[src/include/pmbd_consts.svh]
// constants for the peripheral map and bank decoder
// assumes a single 40 MHz clock domain and a 32-bit signed address space
//
// Functional notes
// - peripheral window spans 0x0000_0000 up to printed bound 0x03FF_FFFF.
// - peripheral registers reachable only by device-access load/store.
// - device access in window or to a listed 4K block goes to peripherals, elsewhere to memory.
// - ordinary load/store inside peripheral window goes to external memory.
// - each peripheral owns one 4K block, selected by address block.
// - memory interface config at 0x2000, diagnostic block at 0x3000.
// - peripheral bases 0x2000_0000 through signal processing at 0x2000_C000.
// - 64 Kbyte internal SRAM decoded upward from 0x8000_0000.
// - lowest bank at or above 0x8100_0000 goes to external RAM.
// - external memory interface offers a 16-bit data path, four banks.
// - each bank is one quarter of signed space, bank 0 lowest.
// - each bank has 64 config bits, accessed as four 16-bit words.
// - after reset every bank config defaults to slowest settings.
// - four per-bank locks block writes to that bank's config data.
// - global status register shows locked and configured per bank.
// - config space: sixteen 16-bit data words, four locks, one status.
// - 0x8000_0040 to 0x8000_0140 reserved for trap structures.
// - signal processing DMA channel state word at 0x8000_0014.
// - address bits 31 and 30 form the bank select.
// - 128K ROM occupies top of bank 3 from 0x7FFE_0000.
`ifndef PMBD_CONSTS_SVH
`define PMBD_CONSTS_SVH

// ===========================================================
// address map
`define PMBD_PERIPH_LO       32'h0000_0000
`define PMBD_PERIPH_HI       32'h03FF_FFFF
`define PMBD_BLOCK_LSB       12
`define PMBD_EMI_BASE        32'h0000_2000
`define PMBD_DIAG_BASE       32'h0000_3000
`define PMBD_INTC_BASE       32'h2000_0000
`define PMBD_ILC_BASE        32'h2000_1000
`define PMBD_TIMER_BASE      32'h2000_2000
`define PMBD_SER0_BASE       32'h2000_4000
`define PMBD_SER1_BASE       32'h2000_6000
`define PMBD_PIOA_BASE       32'h2000_8000
`define PMBD_PIOB_BASE       32'h2000_A000
`define PMBD_DSP_BASE        32'h2000_C000
`define PMBD_SRAM_BASE       32'h8000_0000
`define PMBD_SRAM_TOP        32'h8000_FFFF
`define PMBD_EXTRAM_BASE     32'h8100_0000
`define PMBD_BANK1_BASE      32'hC000_0000
`define PMBD_ROM_BASE        32'h7FFE_0000
`define PMBD_ROM_TOP         32'h7FFF_FFFF
`define PMBD_TRAP_BASE       32'h8000_0040
`define PMBD_USER_START      32'h8000_0140
`define PMBD_DMA_STATE       32'h8000_0014

// ===========================================================
// configuration space offsets inside the memory interface block
`define PMBD_CFG_OFF_MSB     11
`define PMBD_CFG_DATA_LIM    12'h0_40
`define PMBD_CFG_LOCK_BASE   12'h0_40
`define PMBD_CFG_LOCK_SLOT   8'h04
`define PMBD_CFG_STAT_OFF    12'h0_50
`define PMBD_CFG_DEFAULT     16'h1_FF1
`define PMBD_CFG_WORDS       4
`define PMBD_BANKS           4

`endif

[src/include/pmbd_pkg.sv]
// types for the peripheral map and bank decoder
// assumes pmbd_consts.svh is on the include path
package pmbd_pkg;

  // ===========================================================
  // route targets
  typedef enum logic [2:0] {
    PMBD_TGT_NONE   = 3'b000,
    PMBD_TGT_PERIPH = 3'b001,
    PMBD_TGT_SRAM   = 3'b010,
    PMBD_TGT_ROM    = 3'b011,
    PMBD_TGT_EXTMEM = 3'b100,
    PMBD_TGT_RSVD   = 3'b101
  } pmbd_target_e;

  typedef enum logic [1:0] {
    PMBD_ST_IDLE = 2'b00,
    PMBD_ST_RESP = 2'b01
  } pmbd_state_e;

endpackage

[src/design/pmbd_decode.sv]
// peripheral map and bank decoder with memory interface config store
// assumes the core holds a request until one cycle after it is taken
`timescale 1ns/1ps
`include "pmbd_consts.svh"

module pmbd_decode (
  // clock and reset
  input  wire logic        CLK_SYS_I,
  input  wire logic        RST_N_I,
  // core request
  input  wire logic        REQ_VALID_I,
  input  wire logic        REQ_DEVICE_I,
  input  wire logic        REQ_WRITE_I,
  input  wire logic [31:0] REQ_ADDR_I,
  input  wire logic [15:0] REQ_WDATA_I,
  // routing result
  output logic             ROUTE_VALID_O,
  output logic [2:0]       ROUTE_TARGET_O,
  output logic [3:0]       ROUTE_BANK_SEL_O,
  output logic [3:0]       ROUTE_PERIPH_IDX_O,
  output logic             ROUTE_PERIPH_HIT_O,
  output logic             ROUTE_CFG_HIT_O,
  output logic             ROUTE_TRAP_AREA_O,
  output logic             ROUTE_DMA_WORD_O,
  output logic [15:0]      ROUTE_RDATA_O,
  // config store view
  output logic [63:0]      CFG_BANK0_O,
  output logic [63:0]      CFG_BANK1_O,
  output logic [63:0]      CFG_BANK2_O,
  output logic [63:0]      CFG_BANK3_O,
  output logic [3:0]       CFG_LOCKED_O,
  output logic [3:0]       CFG_DONE_O
);

  // ===========================================================
  // reset synchroniser
  logic rst_meta_q;
  logic rst_n_q;

  always_ff @(posedge CLK_SYS_I or negedge RST_N_I) begin
    if (!RST_N_I) begin
      rst_meta_q <= 1'b0;
      rst_n_q    <= 1'b0;
    end else begin
      rst_meta_q <= 1'b1;
      rst_n_q    <= rst_meta_q;
    end
  end

  // ===========================================================
  // decode functions
  function automatic logic in_range(input logic [31:0] a,
                                    input logic [31:0] lo,
                                    input logic [31:0] hi);
    in_range = (a >= lo) && (a <= hi);
  endfunction

  // signed compare: flip the sign bit so unsigned order matches
  function automatic logic [31:0] ord(input logic [31:0] a);
    ord = {~a[31], a[30:0]};
  endfunction

  // slot decode, shared by the write strobes and the read mux
  function automatic logic is_data_slot(input logic [11:0] off);
    is_data_slot = (off < `PMBD_CFG_DATA_LIM);
  endfunction

  function automatic logic is_lock_slot(input logic [11:0] off);
    is_lock_slot = (off[11:4] == `PMBD_CFG_LOCK_SLOT);
  endfunction

  function automatic logic [3:0] periph_index(input logic [31:0] a);
    logic [31:0] blk;
    blk = a & ~((32'h0000_0001 << `PMBD_BLOCK_LSB) - 32'h0000_0001);
    case (blk)
      `PMBD_EMI_BASE:                       periph_index = 4'h1;
      `PMBD_DIAG_BASE:                      periph_index = 4'h2;
      `PMBD_INTC_BASE:                      periph_index = 4'h3;
      `PMBD_ILC_BASE:                       periph_index = 4'h4;
      `PMBD_TIMER_BASE:                     periph_index = 4'h5;
      `PMBD_SER0_BASE:                      periph_index = 4'h6;
      `PMBD_SER1_BASE:                      periph_index = 4'h7;
      `PMBD_PIOA_BASE:                      periph_index = 4'h8;
      `PMBD_PIOB_BASE:                      periph_index = 4'h9;
      `PMBD_DSP_BASE:                       periph_index = 4'hA;
      default:                              periph_index = 4'h0;
    endcase
  endfunction

  // ===========================================================
  // combinational routing
  logic                   hit_periph;
  logic [3:0]             pidx;
  logic [1:0]             bank;
  pmbd_pkg::pmbd_target_e tgt;
  logic                   cfg_hit;
  logic [11:0]            cfg_off;
  logic                   in_window;
  logic                   known_blk;
  logic                   in_sram;
  logic                   in_rom;
  logic                   in_gap;
  logic                   in_trap;
  logic                   is_dma;

  // listed 4K blocks above the printed window bound still decode
  assign in_window = in_range(REQ_ADDR_I, `PMBD_PERIPH_LO,
                              `PMBD_PERIPH_HI);
  assign known_blk = (pidx != 4'h0);
  assign in_sram   = in_range(ord(REQ_ADDR_I), ord(`PMBD_SRAM_BASE),
                              ord(`PMBD_SRAM_TOP));
  assign in_rom    = in_range(ord(REQ_ADDR_I), ord(`PMBD_ROM_BASE),
                              ord(`PMBD_ROM_TOP));
  assign in_gap    = (bank == 2'b00)
                     && (ord(REQ_ADDR_I) < ord(`PMBD_EXTRAM_BASE));
  assign in_trap   = (REQ_ADDR_I >= `PMBD_TRAP_BASE)
                     && (REQ_ADDR_I < `PMBD_USER_START);
  assign is_dma    = (REQ_ADDR_I[31:2]
                      == 30'(`PMBD_DMA_STATE >> 2));

  always_comb begin
    bank       = REQ_ADDR_I[31:30] ^ 2'b10;
    pidx       = periph_index(REQ_ADDR_I);
    hit_periph = REQ_DEVICE_I
                 && (in_window || known_blk);
    cfg_off    = REQ_ADDR_I[`PMBD_CFG_OFF_MSB:0];
    cfg_hit    = hit_periph && (pidx == 4'h1);
    if (hit_periph) begin
      tgt = known_blk ? pmbd_pkg::PMBD_TGT_PERIPH
                      : pmbd_pkg::PMBD_TGT_RSVD;
    end else if (in_sram) begin
      tgt = pmbd_pkg::PMBD_TGT_SRAM;
    end else if (in_rom) begin
      tgt = pmbd_pkg::PMBD_TGT_ROM;
    end else if (in_gap) begin
      tgt = pmbd_pkg::PMBD_TGT_NONE;                     // gap above sram
    end else begin
      tgt = pmbd_pkg::PMBD_TGT_EXTMEM;
    end
  end

  // ===========================================================
  // configuration store: 4 banks x 4 words of 16 bits
  logic [15:0] cfg_q [`PMBD_BANKS][`PMBD_CFG_WORDS];
  logic [3:0]  lock_q;
  logic [3:0]  written_q [`PMBD_BANKS];
  logic [3:0]  done_q;
  logic [1:0]  cb;
  logic [1:0]  cw;
  logic        data_slot;
  logic        lock_slot;
  logic        stat_slot;
  logic        cfg_wr;
  logic        data_wr;
  logic        lock_wr;

  // data words sit on word boundaries: bank in [5:4], word in [3:2]
  assign cb        = cfg_off[5:4];
  assign cw        = cfg_off[3:2];
  assign data_slot = is_data_slot(cfg_off);
  assign lock_slot = is_lock_slot(cfg_off);
  assign stat_slot = (cfg_off == `PMBD_CFG_STAT_OFF);
  // only a taken device write may touch the store
  assign cfg_wr    = REQ_VALID_I && REQ_WRITE_I && cfg_hit;
  assign data_wr   = cfg_wr && data_slot;
  assign lock_wr   = cfg_wr && lock_slot;

  genvar gb;
  genvar gw;
  generate
    for (gb = 0; gb < `PMBD_BANKS; gb++) begin : g_bank
      for (gw = 0; gw < `PMBD_CFG_WORDS; gw++) begin : g_word
        always_ff @(posedge CLK_SYS_I or negedge rst_n_q) begin
          if (!rst_n_q) begin
            cfg_q[gb][gw] <= `PMBD_CFG_DEFAULT;
          end else if (data_wr && cb == gb && cw == gw
                       && !lock_q[gb]) begin
            cfg_q[gb][gw] <= REQ_WDATA_I;
          end
        end
      end

      // configured once all four words have landed
      always_ff @(posedge CLK_SYS_I or negedge rst_n_q) begin
        if (!rst_n_q) begin
          written_q[gb] <= 4'h0;
        end else if (data_wr && cb == gb && !lock_q[gb]) begin
          written_q[gb] <= written_q[gb] | (4'h1 << cw);
        end
      end

      always_ff @(posedge CLK_SYS_I or negedge rst_n_q) begin
        if (!rst_n_q) begin
          lock_q[gb] <= 1'b0;
        end else if (lock_wr && cfg_off[3:2] == gb) begin
          lock_q[gb] <= REQ_WDATA_I[0];
        end
      end

      assign done_q[gb] = &written_q[gb];
    end
  endgenerate

  // ===========================================================
  // read data for config space
  logic [15:0] rdata;

  always_comb begin
    rdata = 16'h0000;
    if (cfg_hit && !REQ_WRITE_I) begin
      if (data_slot) begin
        rdata = cfg_q[cb][cw];
      end else if (lock_slot) begin
        rdata = {15'h0000, lock_q[cfg_off[3:2]]};
      end else if (stat_slot) begin
        rdata = {8'h00, done_q, lock_q};
      end
    end
  end

  // ===========================================================
  // registered outputs, one block per concern
  always_ff @(posedge CLK_SYS_I or negedge rst_n_q) begin
    if (!rst_n_q) begin
      ROUTE_VALID_O  <= 1'b0;
      ROUTE_TARGET_O <= 3'h0;
    end else begin
      ROUTE_VALID_O  <= REQ_VALID_I;
      ROUTE_TARGET_O <= tgt;
    end
  end

  // strobe only for external memory; 16-bit path per bank
  always_ff @(posedge CLK_SYS_I or negedge rst_n_q) begin
    if (!rst_n_q) begin
      ROUTE_BANK_SEL_O <= 4'h0;
    end else if (REQ_VALID_I && tgt == pmbd_pkg::PMBD_TGT_EXTMEM) begin
      ROUTE_BANK_SEL_O <= 4'h1 << bank;
    end else begin
      ROUTE_BANK_SEL_O <= 4'h0;
    end
  end

  always_ff @(posedge CLK_SYS_I or negedge rst_n_q) begin
    if (!rst_n_q) begin
      ROUTE_PERIPH_IDX_O <= 4'h0;
      ROUTE_PERIPH_HIT_O <= 1'b0;
      ROUTE_CFG_HIT_O    <= 1'b0;
    end else begin
      ROUTE_PERIPH_IDX_O <= hit_periph ? pidx : 4'h0;
      ROUTE_PERIPH_HIT_O <= REQ_VALID_I && hit_periph;
      ROUTE_CFG_HIT_O    <= REQ_VALID_I && cfg_hit;
    end
  end

  // trap and DMA flags are raised for a valid access in their own area that is not a peripheral hit
  always_ff @(posedge CLK_SYS_I or negedge rst_n_q) begin
    if (!rst_n_q) begin
      ROUTE_TRAP_AREA_O <= 1'b0;
      ROUTE_DMA_WORD_O  <= 1'b0;
    end else begin
      ROUTE_TRAP_AREA_O <= REQ_VALID_I && !hit_periph && in_trap;
      ROUTE_DMA_WORD_O  <= REQ_VALID_I && !hit_periph && is_dma;
    end
  end

  always_ff @(posedge CLK_SYS_I or negedge rst_n_q) begin
    if (!rst_n_q) begin
      ROUTE_RDATA_O <= 16'h0000;
    end else begin
      ROUTE_RDATA_O <= rdata;
    end
  end

  // ===========================================================
  // bank view, words {3,2,1,0}; lags the store by a cycle
  function automatic logic [63:0] pack_bank(input logic [1:0] b);
    pack_bank = {cfg_q[b][3], cfg_q[b][2], cfg_q[b][1], cfg_q[b][0]};
  endfunction

  always_ff @(posedge CLK_SYS_I or negedge rst_n_q) begin
    if (!rst_n_q) begin
      CFG_BANK0_O <= {4{`PMBD_CFG_DEFAULT}};
    end else begin
      CFG_BANK0_O <= pack_bank(2'h0);
    end
  end

  always_ff @(posedge CLK_SYS_I or negedge rst_n_q) begin
    if (!rst_n_q) begin
      CFG_BANK1_O <= {4{`PMBD_CFG_DEFAULT}};
    end else begin
      CFG_BANK1_O <= pack_bank(2'h1);
    end
  end

  always_ff @(posedge CLK_SYS_I or negedge rst_n_q) begin
    if (!rst_n_q) begin
      CFG_BANK2_O <= {4{`PMBD_CFG_DEFAULT}};
    end else begin
      CFG_BANK2_O <= pack_bank(2'h2);
    end
  end

  always_ff @(posedge CLK_SYS_I or negedge rst_n_q) begin
    if (!rst_n_q) begin
      CFG_BANK3_O <= {4{`PMBD_CFG_DEFAULT}};
    end else begin
      CFG_BANK3_O <= pack_bank(2'h3);
    end
  end

  // software must finish a bank before using it
  always_ff @(posedge CLK_SYS_I or negedge rst_n_q) begin
    if (!rst_n_q) begin
      CFG_LOCKED_O <= 4'h0;
      CFG_DONE_O   <= 4'h0;
    end else begin
      CFG_LOCKED_O <= lock_q;
      CFG_DONE_O   <= done_q;
    end
  end

endmodule

[config.mk]
export PLATFORM = sky130hd
export DESIGN_NAME = pmbd_decode
export DESIGN_NICKNAME = d
export VERILOG_FILES = /design/src/include/pmbd_pkg.sv /design/src/design/pmbd_decode.sv
export VERILOG_INCLUDE_DIRS = /design/src /design/src/include
export SDC_FILE = /design/constraint.sdc
export NUM_CORES = 1
export LEC_CHECK = 0
export ABC_CLOCK_PERIOD_IN_PS = 21600
export BUFFER_PORTS_ARGS = -buffer_cell sky130_fd_sc_hd__buf_2
export CAP_MARGIN = 5
export CELL_PAD_IN_SITES_DETAIL_PLACEMENT = 0
export CELL_PAD_IN_SITES_GLOBAL_PLACEMENT = 2
export CORE_ASPECT_RATIO = 1.4
export CORE_UTILIZATION = 41
export DETAILED_ROUTE_END_ITERATION = 16
export PLACE_DENSITY = 0.78
export SLEW_MARGIN = 25
export SYNTH_ARGS = -nofsm -noshare
export SYNTH_HDL_FRONTEND = slang
export SYNTH_SLANG_ARGS = --single-unit
[constraint.sdc]
create_clock -name CLK_SYS_I -period 21.6 [get_ports CLK_SYS_I]
set_input_delay 1.08 -clock CLK_SYS_I [delete_from_list [all_inputs] [get_ports CLK_SYS_I]]
set_output_delay 1.08 -clock CLK_SYS_I [all_outputs]
set_load 0.05 [all_outputs]
==> results by group <==
Outcome
  – Outcome: completed

Routing
  – Antenna Nets Post-Route: 0
  – Initial DRC count: 573
  – DRT Wirelength: around 56 mm
  – TritonRoute pass-1 iters: 5
  – Vias per cell: about 5.2
  – WL per Instance: 25.3 um
  – DR vias: ~12k
  – DRC viols: 0

Timing
  – Slew Limit Fails: 0
  – Final setup vio count: 0
  – Headroom to the max-slew limit: 0.278
  – RSZ-0062 raised after global routing: no
  – Period utilisation layout: 0.163
  – Final Critical Period: ~3.5 ns
  – Final hold vios: 0
  – Clk_skew: 0.0219 ns
  – Highest Clock Rate: 285 MHz
  – Setup TNS: 0 ns
  – Worst hold margin: 0.268 ns
  – Worst Max-Slew Pin Slew: roughly 1.1 ns

Clocking
  – CTS sink count: 574
  – Worst skew pair latency: 0.59 ns
  – Clock transition at path regs: 0.06 ns
  – CTS Buffer Depth: 3
  – Root Driver: clkbuf_16
  – Total CTS buffers: 54
  – H-Tree Depth: 2
  – Cts hold-fix bufs: 0
  – Setup bufs post-CTS: 0
  – Resized cells post-CTS: 0
  – CTS tree: yes

Floorplanning
  – Site Rows: 98
  – Core Region: 51000 um2
  – Initial Util: 0.414
  – Ports: about 350
  – DIE AREA: 52400 um2
  – Die height: roughly 270 um
  – Die Width: between 150 and 200 um

Synthesis
  – Syn Inst Count: 1175
  – Synth Register Bits: roughly 570
  – Synth Flop Type: dfstp_2
  – Yosys cell types: 53
  – Post-synth EDFFs: 0
  – Biggest area consumer among synthesized cells: dfstp_2
  – Seq/Total Area, Yosys: 0.699
  – Synth area leaders: dfstp_2 (40%), dfrtp_1 (30%), mux2_2 (12%), mux4_2 (7.8%), mux2_4 (2.6%)
  – Syn Nets: 1228
  – Async S/R FF share, synth: 1.00
  – Synthesized cell area: roughly 21000 um2
  – Share of Yosys cell area claimed by the top area cell type: 0.398
  – Mean Syn Cell Area: 18.0 um2
  – YS warnings: 0

Setup path
  – CP Data Required Time: 22.06 ns
  – CP max stage delay: 0.88 ns
  – Setup crit end kind: flip-flop
  – Critical path depth: 6
  – Crit path DAT: 3.97 ns
  – Reg2Reg Capture Point: cfg_q[128]
  – CP bufs+invs: 1
  – CP Cell Sequence: buf_2, nor4_2, nand3_1, nor3_2, nand4_2, mux2_2
  – CP delay by family, top: simple AND/OR/NAND/NOR gates
  – Largest fanout on the critical path: 17
  – Crit-path slowest cell: nand4_2
  – Crit Path Category: input pin to flip-flop
  – Critical Path Start Type: input pin
  – Critical R2R Launch: rst_n_q
  – R2R setup slack: 18.93 ns
  – FF-to-FF path depth: 4

Power and ir drop
  – Leak: 12.3 nW
  – Power Total: 2.10 mW
  – Worst vdd ir: 63.2 uV
  – P per Cell Area: 83.2 nW/um2

Hold path
  – Worst hold path class: input pin to asynchronous set/reset pin

Global route
  – Vias in the first global route: 12.5k
  – Initial antenna violation count: 2
  – GRT Overall Usage: 0.216
  – First-pass GRT wire length: 83.6 mm
  – Pin count of the biggest net entering global routing: between 150 and 200
  – Congestion Overflow GR: 0

Final layout
  – Area Growth Syn to Fin: 19.8%
  – # nets final: 1568
  – Layout cells sized above 1: 0.730

Run
  – Max-Cap Viols: 0

Place
  – Gpl congestion: 0.782
  – PortBufs: between 300 and 400
  – Hpwl dp: 35.5 mm
worst max-delay path by stage:
stage / from / to / slack, ns
after floorplan: rst_n_q / CFG_BANK0_O[13] / 4.98
after global placement: REQ_ADDR_I[8] / cfg_q[141] / 17.13
after detailed placement: REQ_ADDR_I[8] / cfg_q[141] / 17.19
after CTS: REQ_ADDR_I[8] / cfg_q[141] / 17.80
after global routing: REQ_ADDR_I[8] / cfg_q[141] / 17.96
final: REQ_ADDR_I[8] / cfg_q[141] / 18.09
cells in the mapped netlist (6+ instances only):
cell / number
mux2_4: 36
and3_1: 14
nand2b_1: 8
dfrtp_1: 254
nor2b_1: 15
a21oi_1: 10
mux4_2: 73
nand3_1: 7
mux2_2: 228
nand2_1: 20
dfstp_2: 320
or2_2: 9
nor2_1: 27
nor3_1: 6
buf_2: 27
clkbuf_1: 32
buf_1: 6
a22oi_1: 8
cell usage in the layout (no fill, tap or decap), types with 4 or more instances in the layout:
master,n
a21oi_1,10
a221oi_1,4
a22oi_1,8
and2_1,4
and3_1,5
and3_2,9
and4_1,4
buf_2,346
buf_4,4
clkbuf_1,14
clkbuf_16,59
clkbuf_8,7
clkinv_2,14
dfrtp_1,253
dfstp_2,320
mux2_2,228
mux2_4,36
mux2i_1,4
mux4_2,73
nand2_1,20
nand2b_1,8
nand3_1,7
nand4_2,4
nor2_1,27
nor2b_1,15
nor3_1,5
o21ai_0,4
or2_2,9
or4_1,4
worst register-to-register path, cell delays in order (launching register included):
cell	delay (ns)
dfrtp_4	1.00
buf_12	0.43
buf_16	0.50
buf_4	0.52
buf_16	0.31
per-layer routing:
metal / up-vias / GRT usage / wire, um
met3: 88 / 0.0360 / 2780
met5: - / 0 / 0
met1: 6233 / 0.281 / 23200
met4: 0 / 0.0675 / 1530
li1: 4895 / - / -
met2: 346 / 0.368 / 28400
per-stage QoR:
step                      setup WS (ns)  instance area (um2)  utilization  cells
after floorplan                    4.98                21100            -   1175
after global placement            17.13                23400        0.458   2106
after detailed placement          17.19                23400        0.458   2106
after CTS                         17.80                25200        0.494   2208
after global routing              17.96                25300        0.496   2211
final                             18.09                25300        0.496   2213
state kept, by name, summed over array words and instances (netlist names), 4 cells and up:
register / cells
ROUTE_RDATA_O: 16
written_q: 16
ROUTE_BANK_SEL_O: 4
CFG_DONE_O: 4
CFG_BANK3_O: 64
ROUTE_PERIPH_IDX_O: 4
CFG_BANK0_O: 64
CFG_BANK2_O: 64
CFG_BANK1_O: 64
lock_q: 4
CFG_LOCKED_O: 4
cfg_q: 256
cell families after synthesis:
logic type	after synthesis	synth area share
other cells	1	0.000178
simple gates	149	0.0441
compound gates	34	0.0105
mux	341	0.227
fa+ha+maj	1	0.000474
buf+inv	75	0.0188
flops	574	0.699
final cells by class:
class | count | area [um2]
Fill cell | 4336 | 25700
Sequential cell | 574 | 14800
Multi-Input combinational cell | 526 | 5980
Timing Repair Buffer | 357 | 1910
Clock buffer | 80 | 1630
Tap cell | 650 | 813
Clock inverter | 22 | 191
Inverter | 2 | 7.51
Antenna cell | 2 | 5.00
report_power, final:
| group | internal [mW] | switching [mW] |
|---|---|---|
| registers | 1.08 | 0.00251 |
| clock network | 0.549 | 0.413 |
| logic | 0.0150 | 0.0456 |
(Power assumes the default switching activity.)
